--- src/tmc_pkg.sv ---
// Shared constants and carrier types for the dual timer/counter block
package tmc_pkg;

    // Register byte addresses on the Avalon-MM slave
    localparam int TMC_ADDR_W = 8;
    localparam int TMC_DATA_W = 32;
    localparam logic [7:0] TMC_ADDR_CTRL = 8'h88;
    localparam logic [7:0] TMC_ADDR_MODE = 8'h8C;
    localparam logic [7:0] TMC_ADDR_T0_LO = 8'h90;
    localparam logic [7:0] TMC_ADDR_T0_HI = 8'h94;
    localparam logic [7:0] TMC_ADDR_T1_LO = 8'h98;
    localparam logic [7:0] TMC_ADDR_T1_HI = 8'h9C;

    // Control register bit positions
    localparam int TMC_CTRL_TF1 = 7;
    localparam int TMC_CTRL_TR1 = 6;
    localparam int TMC_CTRL_TF0 = 5;
    localparam int TMC_CTRL_TR0 = 4;

    // Reset values and the all-ones byte
    localparam logic [7:0] TMC_CTRL_RST = 8'h00;
    localparam logic [7:0] TMC_MODE_RST = 8'h00;
    localparam logic [7:0] TMC_BYTE_RST = 8'h00;
    localparam logic [7:0] TMC_BYTE_ONES = 8'hFF;

    // Mode field encodings
    localparam logic [1:0] TMC_MODE_13BIT = 2'h0;
    localparam logic [1:0] TMC_MODE_16BIT = 2'h1;
    localparam logic [1:0] TMC_MODE_RELOAD = 2'h2;
    localparam logic [1:0] TMC_MODE_SPLIT = 2'h3;

    // Prescale width in 13-bit mode and machine cycle length
    localparam int TMC_PRE_BITS = 5;
    localparam logic [4:0] TMC_PRE_ONES = 5'h1F;
    localparam int TMC_MC_CLOCKS = 6;

    // One timer's count bytes
    typedef struct packed {
        logic [7:0] hi;
        logic [7:0] lo;
    } tmc_count_t;

    // Mode setup register layout, bit 7 down to bit 0
    typedef struct packed {
        logic [1:0] rsvd;
        logic [1:0] t1_mode;
        logic gate;
        logic ct;
        logic [1:0] t0_mode;
    } tmc_mode_t;

endpackage

--- src/tmc_count_step.sv ---
// Next-count computation for one timer in modes 0, 1, 2 and low-byte split
`timescale 1ns/1ps
module tmc_count_step
    import tmc_pkg::*;
(
    input wire logic [1:0] mode_i,
    input wire logic inc_i,
    input wire tmc_count_t cnt_i,
    output tmc_count_t cnt_o,
    output logic ovf_o
);

    logic [12:0] c13;
    logic [15:0] c16;

    // Count chains per mode
    always_comb begin
        c13 = {cnt_i.hi, cnt_i.lo[TMC_PRE_BITS-1:0]} + 13'h0001;
        c16 = {cnt_i.hi, cnt_i.lo} + 16'h0001;
        cnt_o = cnt_i;
        ovf_o = 1'b0;
        if (inc_i) begin
            case (mode_i)
                TMC_MODE_13BIT: begin
                    // Upper three low bits left untouched
                    cnt_o.hi = c13[12:TMC_PRE_BITS];
                    cnt_o.lo[TMC_PRE_BITS-1:0] = c13[TMC_PRE_BITS-1:0];
                    ovf_o = (cnt_i.hi == TMC_BYTE_ONES) &&
                        (cnt_i.lo[TMC_PRE_BITS-1:0] == TMC_PRE_ONES);
                end
                TMC_MODE_16BIT: begin
                    cnt_o = c16;
                    ovf_o = ({cnt_i.hi, cnt_i.lo} == {TMC_BYTE_ONES, TMC_BYTE_ONES});
                end
                TMC_MODE_RELOAD: begin
                    ovf_o = (cnt_i.lo == TMC_BYTE_ONES);
                    cnt_o.lo = ovf_o ? cnt_i.hi : c16[7:0];
                end
                default: begin
                    cnt_o.lo = c16[7:0];
                    ovf_o = (cnt_i.lo == TMC_BYTE_ONES);
                end
            endcase
        end
    end

endmodule // tmc_count_step

--- src/tmc_timer_top.sv ---
// Dual timer/counter with Avalon-MM register slave
//
// Added by the designer: the Avalon-MM interface to the registers.
`timescale 1ns/1ps
module tmc_timer_top
    import tmc_pkg::*;
(
    input wire logic ref_clk_i,
    input wire logic sys_rst_i,
    input wire logic [TMC_ADDR_W-1:0] avs_address_i,
    input wire logic avs_read_i,
    input wire logic avs_write_i,
    input wire logic [TMC_DATA_W-1:0] avs_writedata_i,
    input wire logic [3:0] avs_byteenable_i,
    output logic [TMC_DATA_W-1:0] avs_readdata_o,
    output logic avs_waitrequest_o,
    input wire logic count_pin_i,
    input wire logic external_gate_pin_i,
    input wire logic tf0_ack_i,
    input wire logic tf1_ack_i,
    output logic timer_zero_overflow_flag_o,
    output logic timer_one_overflow_flag_o,
    output logic t0_ovf_o,
    output logic t1_ovf_o
);

    ////////////////////////////////////////////////////////////////////////////
    // Declarations

    logic ack_q, ack_d;
    logic [TMC_DATA_W-1:0] rdata_q, rdata_d;
    logic timer_zero_run_bit_q, timer_zero_run_bit_d;
    logic timer_one_run_bit_q, timer_one_run_bit_d;
    logic tf0_q, tf0_d, tf1_q, tf1_d;
    tmc_mode_t mode_q, mode_d;
    tmc_count_t t0_q, t0_d, t1_q, t1_d;
    tmc_count_t t0_step, t1_step;
    logic t0_ovf_q, t0_ovf_d, t1_ovf_q, t1_ovf_d;
    logic [2:0] mc_cnt_q, mc_cnt_d;
    logic [2:0] cpin_s_q, cpin_s_d, gpin_s_q, gpin_s_d;
    logic cpin_lvl_q, cpin_lvl_d, gpin_lvl_q, gpin_lvl_d;
    logic samp_q, samp_d;
    logic tick, fall, split0, run0, run1;
    logic inc0, inc1, ovf0, ovf1, th0_inc, th0_ovf;
    logic bus_rd, bus_wr;
    logic [7:0] wbyte, rbyte;

    // Byte address match for one register
    function automatic logic hit(input logic [7:0] a, input logic [7:0] r);
        hit = (a == r);
    endfunction

    ////////////////////////////////////////////////////////////////////////////
    // Avalon-MM slave: one wait cycle, then answer

    assign avs_waitrequest_o = (avs_read_i | avs_write_i) & ~ack_q;
    assign bus_wr = avs_write_i & ack_q & avs_byteenable_i[0];
    assign bus_rd = avs_read_i & ~ack_q;
    assign wbyte = avs_writedata_i[7:0];
    assign avs_readdata_o = rdata_q;

    // Read mux; unmapped addresses read zero
    always_comb begin
        rbyte = TMC_BYTE_RST;
        if (hit(avs_address_i, TMC_ADDR_CTRL)) begin
            rbyte = TMC_CTRL_RST;
            rbyte[TMC_CTRL_TF1] = tf1_q;
            rbyte[TMC_CTRL_TR1] = timer_one_run_bit_q;
            rbyte[TMC_CTRL_TF0] = tf0_q;
            rbyte[TMC_CTRL_TR0] = timer_zero_run_bit_q;
        end else if (hit(avs_address_i, TMC_ADDR_MODE)) begin
            rbyte = mode_q;
        end else if (hit(avs_address_i, TMC_ADDR_T0_LO)) begin
            rbyte = t0_q.lo;
        end else if (hit(avs_address_i, TMC_ADDR_T0_HI)) begin
            rbyte = t0_q.hi;
        end else if (hit(avs_address_i, TMC_ADDR_T1_LO)) begin
            rbyte = t1_q.lo;
        end else if (hit(avs_address_i, TMC_ADDR_T1_HI)) begin
            rbyte = t1_q.hi;
        end
        ack_d = (avs_read_i | avs_write_i) & ~ack_q;
        rdata_d = bus_rd ? {24'h000000, rbyte} : rdata_q;
    end

    ////////////////////////////////////////////////////////////////////////////
    // Pin synchronisers and machine cycle tick

    always_comb begin
        cpin_s_d = {cpin_s_q[1:0], count_pin_i};
        gpin_s_d = {gpin_s_q[1:0], external_gate_pin_i};
        // Level accepted once second and third stages agree
        cpin_lvl_d = (cpin_s_q[1] == cpin_s_q[2]) ? cpin_s_q[2] : cpin_lvl_q;
        gpin_lvl_d = (gpin_s_q[1] == gpin_s_q[2]) ? gpin_s_q[2] : gpin_lvl_q;
        tick = (mc_cnt_q == 3'(TMC_MC_CLOCKS - 1));
        mc_cnt_d = tick ? 3'h0 : mc_cnt_q + 3'h1;
        samp_d = tick ? cpin_lvl_q : samp_q;
        fall = tick & samp_q & ~cpin_lvl_q;
    end

    ////////////////////////////////////////////////////////////////////////////
    // Count enables

    always_comb begin
        split0 = (mode_q.t0_mode == TMC_MODE_SPLIT);
        run0 = timer_zero_run_bit_q & (~mode_q.gate | gpin_lvl_q);
        inc0 = run0 & (mode_q.ct ? fall : tick);
        // Run bit 1 goes to the split high byte while timer 0 is split
        run1 = (mode_q.t1_mode != TMC_MODE_SPLIT) &
            (split0 | timer_one_run_bit_q);
        inc1 = tick & run1;
        th0_inc = tick & split0 & timer_one_run_bit_q;
        th0_ovf = th0_inc & (t0_q.hi == TMC_BYTE_ONES);
    end

    tmc_count_step u_step0 (
        .mode_i(mode_q.t0_mode),
        .inc_i(inc0),
        .cnt_i(t0_q),
        .cnt_o(t0_step),
        .ovf_o(ovf0)
    );

    tmc_count_step u_step1 (
        .mode_i(mode_q.t1_mode),
        .inc_i(inc1),
        .cnt_i(t1_q),
        .cnt_o(t1_step),
        .ovf_o(ovf1)
    );

    ////////////////////////////////////////////////////////////////////////////
    // Next state of counts, control bits and flags

    always_comb begin
        t0_d = t0_step;
        if (split0 && th0_inc) begin
            t0_d.hi = t0_q.hi + 8'h01;
        end
        t1_d = t1_step;
        mode_d = mode_q;
        timer_zero_run_bit_d = timer_zero_run_bit_q;
        timer_one_run_bit_d = timer_one_run_bit_q;
        tf0_d = tf0_q;
        tf1_d = tf1_q;
        // Software writes win over counting; run bits leave counts
        if (bus_wr) begin
            if (hit(avs_address_i, TMC_ADDR_CTRL)) begin
                timer_zero_run_bit_d = wbyte[TMC_CTRL_TR0];
                timer_one_run_bit_d = wbyte[TMC_CTRL_TR1];
                tf0_d = wbyte[TMC_CTRL_TF0];
                tf1_d = wbyte[TMC_CTRL_TF1];
            end
            if (hit(avs_address_i, TMC_ADDR_MODE)) begin
                mode_d = tmc_mode_t'(wbyte);
                mode_d.rsvd = 2'h0;
            end
            if (hit(avs_address_i, TMC_ADDR_T0_LO)) begin
                t0_d.lo = wbyte;
            end
            if (hit(avs_address_i, TMC_ADDR_T0_HI)) begin
                t0_d.hi = wbyte;
            end
            if (hit(avs_address_i, TMC_ADDR_T1_LO)) begin
                t1_d.lo = wbyte;
            end
            if (hit(avs_address_i, TMC_ADDR_T1_HI)) begin
                t1_d.hi = wbyte;
            end
        end
        // Service acknowledge clears
        if (tf0_ack_i) begin
            tf0_d = 1'b0;
        end
        if (tf1_ack_i) begin
            tf1_d = 1'b0;
        end
        // Hardware set wins over any clear
        if (ovf0) begin
            tf0_d = 1'b1;
        end
        if (split0 ? th0_ovf : ovf1) begin
            tf1_d = 1'b1;
        end
        t0_ovf_d = ovf0;
        t1_ovf_d = ovf1;
    end

    ////////////////////////////////////////////////////////////////////////////
    // State registers

    always_ff @(posedge ref_clk_i) begin
        if (sys_rst_i) begin
            ack_q <= 1'b0;
            rdata_q <= '0;
            timer_zero_run_bit_q <= 1'b0;
            timer_one_run_bit_q <= 1'b0;
            tf0_q <= 1'b0;
            tf1_q <= 1'b0;
            mode_q <= tmc_mode_t'(TMC_MODE_RST);
            t0_q <= '0;
            t1_q <= '0;
            t0_ovf_q <= 1'b0;
            t1_ovf_q <= 1'b0;
            mc_cnt_q <= 3'h0;
            cpin_s_q <= 3'h0;
            gpin_s_q <= 3'h0;
            cpin_lvl_q <= 1'b0;
            gpin_lvl_q <= 1'b0;
            samp_q <= 1'b0;
        end else begin
            ack_q <= ack_d;
            rdata_q <= rdata_d;
            timer_zero_run_bit_q <= timer_zero_run_bit_d;
            timer_one_run_bit_q <= timer_one_run_bit_d;
            tf0_q <= tf0_d;
            tf1_q <= tf1_d;
            mode_q <= mode_d;
            t0_q <= t0_d;
            t1_q <= t1_d;
            t0_ovf_q <= t0_ovf_d;
            t1_ovf_q <= t1_ovf_d;
            mc_cnt_q <= mc_cnt_d;
            cpin_s_q <= cpin_s_d;
            gpin_s_q <= gpin_s_d;
            cpin_lvl_q <= cpin_lvl_d;
            gpin_lvl_q <= gpin_lvl_d;
            samp_q <= samp_d;
        end
    end

    // Flag and pulse outputs
    assign timer_zero_overflow_flag_o = tf0_q;
    assign timer_one_overflow_flag_o = tf1_q;
    assign t0_ovf_o = t0_ovf_q;
    assign t1_ovf_o = t1_ovf_q;
endmodule // tmc_timer_top

--- config.mk ---
export PLATFORM = sky130hd
export DESIGN_NAME = tmc_timer_top
export DESIGN_NICKNAME = d
export VERILOG_FILES = /design/src/tmc_pkg.sv /design/src/tmc_count_step.sv /design/src/tmc_timer_top.sv
export SDC_FILE = /design/constraint.sdc
export NUM_CORES = 1
export LEC_CHECK = 0
export ABC_AREA = 1
export BUFFER_PORTS_ARGS = -buffer_cell sky130_fd_sc_hd__buf_4
export CORE_UTILIZATION = 45
export DETAILED_ROUTE_END_ITERATION = 8
export GPL_TIMING_DRIVEN = 0
export PLACE_DENSITY = 0.67
export SLEW_MARGIN = 20
export SYNTH_ARGS = -nofsm -noshare
export SYNTH_HDL_FRONTEND = slang
export SYNTH_SLANG_ARGS = --single-unit
--- constraint.sdc ---
create_clock -name ref_clk_i -period 1.98 [get_ports ref_clk_i]
set_clock_uncertainty 0.2 [all_clocks]
set_input_delay 0.396 -clock ref_clk_i [delete_from_list [all_inputs] [get_ports ref_clk_i]]
set_output_delay 0.396 -clock ref_clk_i [all_outputs]
set_load 0.1 [all_outputs]
==> summary.md <==
| Metric | Value |
|---|---|
| Status | `finished clean` |
| Actual slew at the worst max-slew pin | `741 ps` |
| Port buffer count | `36` |
| Type of the tightest min-delay check | `input port to register` |
| Setup WS pre-CTS | `-210 ps` |
| Synth top area share | `a little over a quarter` |
| Fmax | `between 0.5 and 0.6 GHz` |
| Met3 Wirelength | `approximately 1500 um` |
| Yosys top cell by area | `dfxtp_1` |
| Routed Antenna Nets | `0` |
| Drt total wl | `~17000 um` |
| Leakage | `2.47 nW` |
| Cell Area, Synth | `4780 um^2` |
| CP required | `2020 ps` |
| Inserted Clock Buffers | `9` |
| Global-route wire length before repair | `around 26000 um` |
| Buf+Inv Stages, Crit Path | `0` |
| Largest net degree at the start of global routing | `15` |
| TritonCTS clock tree | `built` |
| Highest metal used | `met4` |
| Share of layout cells above drive strength 1 | `between 20% and 30%` |
| Diode count | `0` |
| # setup viols final | `0` |
| Clock Path Buffers | `2` |
| All-Layer GR Usage | `a little under a third` |
| Final RePlAce weighted congestion | `slightly below 1` |
| Final WS setup | `~42 ps` |
| CTS sink count | `between 60 and 70` |
| Synth cell types | `42` |
| Met2 routed WL | `just under 8000 um` |
| IO Pins | `89` |
| Switching Fraction | `approximately 33%` |
| Worst-path clk slew | `around 90 ps` |
| Cell mode on critical path | `nor2_4` |
| MaxCap Viol Count | `0` |
| Comb power frac | `around 16%` |
| CP Launch Type | `register` |
| Critical Path End Type | `register` |
| Cells after synthesis | `774` |
| Fin nets | `911` |
| Detailed placement HPWL | `about 12000 um` |
| Int Pwr | `2.03 mW` |
| Clock Latency Late Sink | `about 360 ps` |
| Flops & latches, synth | `65` |
| Fin. Hold Viols | `0` |
| Yosys warns | `0` |
| Worst-path cell chain | `ha_4 -> nand2_2 -> nor2_4 -> nand2_4 -> nor2_4 -> nand2_4 -> nor2_4 -> nor2_1 -> nor3_1 -> a21oi_1` |
| Placed cell areas | `~5300 um^2` |
| Slowest CP cell | `dfxtp_2` |
| R2R cell count | `10` |
| Number of cells on the critical path | `10` |
| Max FO, Critical Path | `7` |
| Vias in the first global route | `5070` |
| Top cells by area, synth | `dfxtp_1 (27%), nand2_1 (13%), o21ai_0 (10%), inv_1 (7.0%), a21oi_1 (6.8%)` |
| H-tree depth | `3` |
| Hold Path Depth | `3` |
| GR Overflow Total | `0` |
| Design Power | `~3 mW` |
| Slew HR | `about half` |
| Reg power frac | `43.8%` |
| Final core occ | `around 56%` |
| Vias | `roughly 5500` |
| Vias per cell | `5.50` |
| CP max stage delay | `390 ps` |
| Area growth syn-to-layout | `20.6%` |
| Peak supply drop | `slightly above 600 uV` |
| Initial Utilization | `about 46%` |
| Mean Syn Cell Area | `between 6 and 7 um^2` |
| Psw | `approximately 1.0 mW` |
| Wire length per cell | `between 15 and 20 um` |
| Crit Path Class | `register to register` |
| Post-synth EDFFs | `0` |
| Fillers | `between 1000 and 1500` |
| 1st-iter DRT viols | `roughly 520` |
| FP Rows | `37` |
| DR pass1 iterations | `7` |
| Fin. max-slew vios | `0` |
| Core ar. | `10300 um^2` |
| PwrDens | `~530 nW/um^2` |
| FFs w/ async S/R, synth | `0%` |
| Hold bufs inserted after CTS | `0` |
| Die Ht | `105 um` |
| Die area | `approximately 11000 um^2` |
| Family with the most delay on the worst path | `simple AND/OR/NAND/NOR gates` |
| Root buffer cell | `clkbuf_8` |
| Most common flop cell mapped by yosys | `dfxtp_1` |
| Post-layout min period | `just under 2000 ps` |
| Clk pwr share | `between 40 and 50%` |
| Cell area after layout | `between 5000 and 6000 um^2` |
| Die Wd | `105 um` |
| Worst path arrival time | `just under 2000 ps` |
| RSZ-0062 raised after global routing | `yes` |
| WL met1 | `roughly 6900 um` |
| Fin crit share | `97.9%` |
| Drt drc | `0` |
| Sequential area share after synthesis | `~27%` |
| Initial antenna violation count | `0` |
## layer usage
layer | up-vias | track usage, %
li1 | 2676 | -
met2 | 289 | 49.1
met3 | 38 | 4.49
met1 | 2465 | 40.0
met4 | 0 | 16.3
met5 | - | 0
## final timing paths
| kind | start | end | slack (ps) |
|---|---|---|---|
| hold / removal | external_gate_pin_i | gpin_s_q[0] | 40 |
| hold reg to reg | gpin_s_q[0] | gpin_s_q[1] | 210 |
| setup / recovery | t0_q[1] | t0_q[3] | 40 |
| setup reg to reg | t0_q[1] | t0_q[3] | 40 |
## sequential cells by signal, summed over array words and instances (netlist names)
register	flops
gpin_s_q	3
t1_q	16
mode_q	6
timer_zero_run_bit_q	1
timer_one_run_bit_q	1
timer_one_overflow_flag_o	1
t0_q	16
cpin_s_q	3
mc_cnt_q	3
t0_ovf_o	1
ack_q	1
timer_zero_overflow_flag_o	1
gpin_lvl_q	1
cpin_lvl_q	1
avs_readdata_o	8
t1_ovf_o	1
samp_q	1
## synth_stat cells, types with 2 or more instances
| cell | n |
|---|---|
| o211ai_1 | 7 |
| buf_6 | 3 |
| buf_4 | 26 |
| nand2_4 | 2 |
| o21ai_1 | 11 |
| buf_1 | 3 |
| nand3b_1 | 2 |
| a31oi_1 | 7 |
| nor2_1 | 70 |
| o22ai_1 | 3 |
| xor2_1 | 3 |
| o31ai_1 | 2 |
| nor2_2 | 15 |
| nor3_4 | 2 |
| ha_1 | 6 |
| buf_2 | 8 |
| inv_1 | 89 |
| nand2_2 | 7 |
| clkbuf_1 | 5 |
| nor2_4 | 5 |
| o21ai_0 | 96 |
| a21oi_1 | 65 |
| nand4_1 | 13 |
| nand2_1 | 165 |
| dfxtp_1 | 65 |
| inv_2 | 11 |
| nand3_1 | 54 |
| nor3_2 | 3 |
| nor3_1 | 12 |
| nand3_2 | 2 |
## power groups by stage
stage	registers (mW)	clock network (mW)	logic (mW)
2_1_floorplan	1.39	0	0.333
3_3_place_gp	1.36	0	0.460
3_5_place_dp	1.36	0	0.464
4_1_cts	1.33	1.24	0.465
5_1_grt	1.33	1.29	0.496
6_report	1.33	1.24	0.473
## placed cells by master (no fill, tap or decap), types with 11 or more instances in the layout
cell type and n:
buf_4 70, inv_1 86, nor2_2 19, o21ai_0 90
nand4_1 13, o21ai_1 15, nor3_1 11, nor2_1 62
conb_1 24, nand2_1 163, dfxtp_1 56, inv_2 13
a21oi_1 62, nand3_1 52
## layout make-up
| cell class | instances | area (um^2) | area share, % |
|---|---|---|---|
| plain buffers | 45 | 320 | 5.56 |
| clock buffers | 9 | 124 | 2.15 |
| clock inverters | 7 | 83.8 | 1.45 |
| inverters | 100 | 378 | 6.56 |
| multi-input cells | 587 | 3020 | 52.4 |
| flip-flops and latches | 65 | 1320 | 22.9 |
| well taps | 136 | 170 | 2.95 |
| repair buffers | 45 | 348 | 6.04 |
## worst min-delay path, stage by stage
cell	delay [ps]
buf_4	70
inv_1	30
nor2_1	60
## logic make-up after synthesis
group / after synthesis / synth area share [%]
flip-flops: 65 / 27.2
AND/OR/NAND/NOR: 357 / 34.4
buffers and inverters: 145 / 14.1
XOR/XNOR: 4 / 0.733
AO/OA/AOI/OAI: 196 / 21.9
other: 1 / 0.0785
adder cells (fa/ha/maj): 6 / 1.57
## through the flow
stage	hold WS (ps)	cells	TNS (ps)
3_3_place_gp	192	969	-2820
2_1_floorplan	188	797	0
5_1_grt	41.0	994	-354
6_report	37.8	994	0
3_5_place_dp	195	969	-4460
4_1_cts	32.0	990	0
## timing repair
| item | in CTS | in global routing |
|---|---|---|
| gates cloned | 0 | 1 |
| setup endpoints to repair | 19 | 34 |
| buffers inserted | 5 | 3 |
| pin swaps | 3 | 9 |
| gates resized for setup | 8 | 55 |
Note: power is estimated with default switching activity, not from simulation.
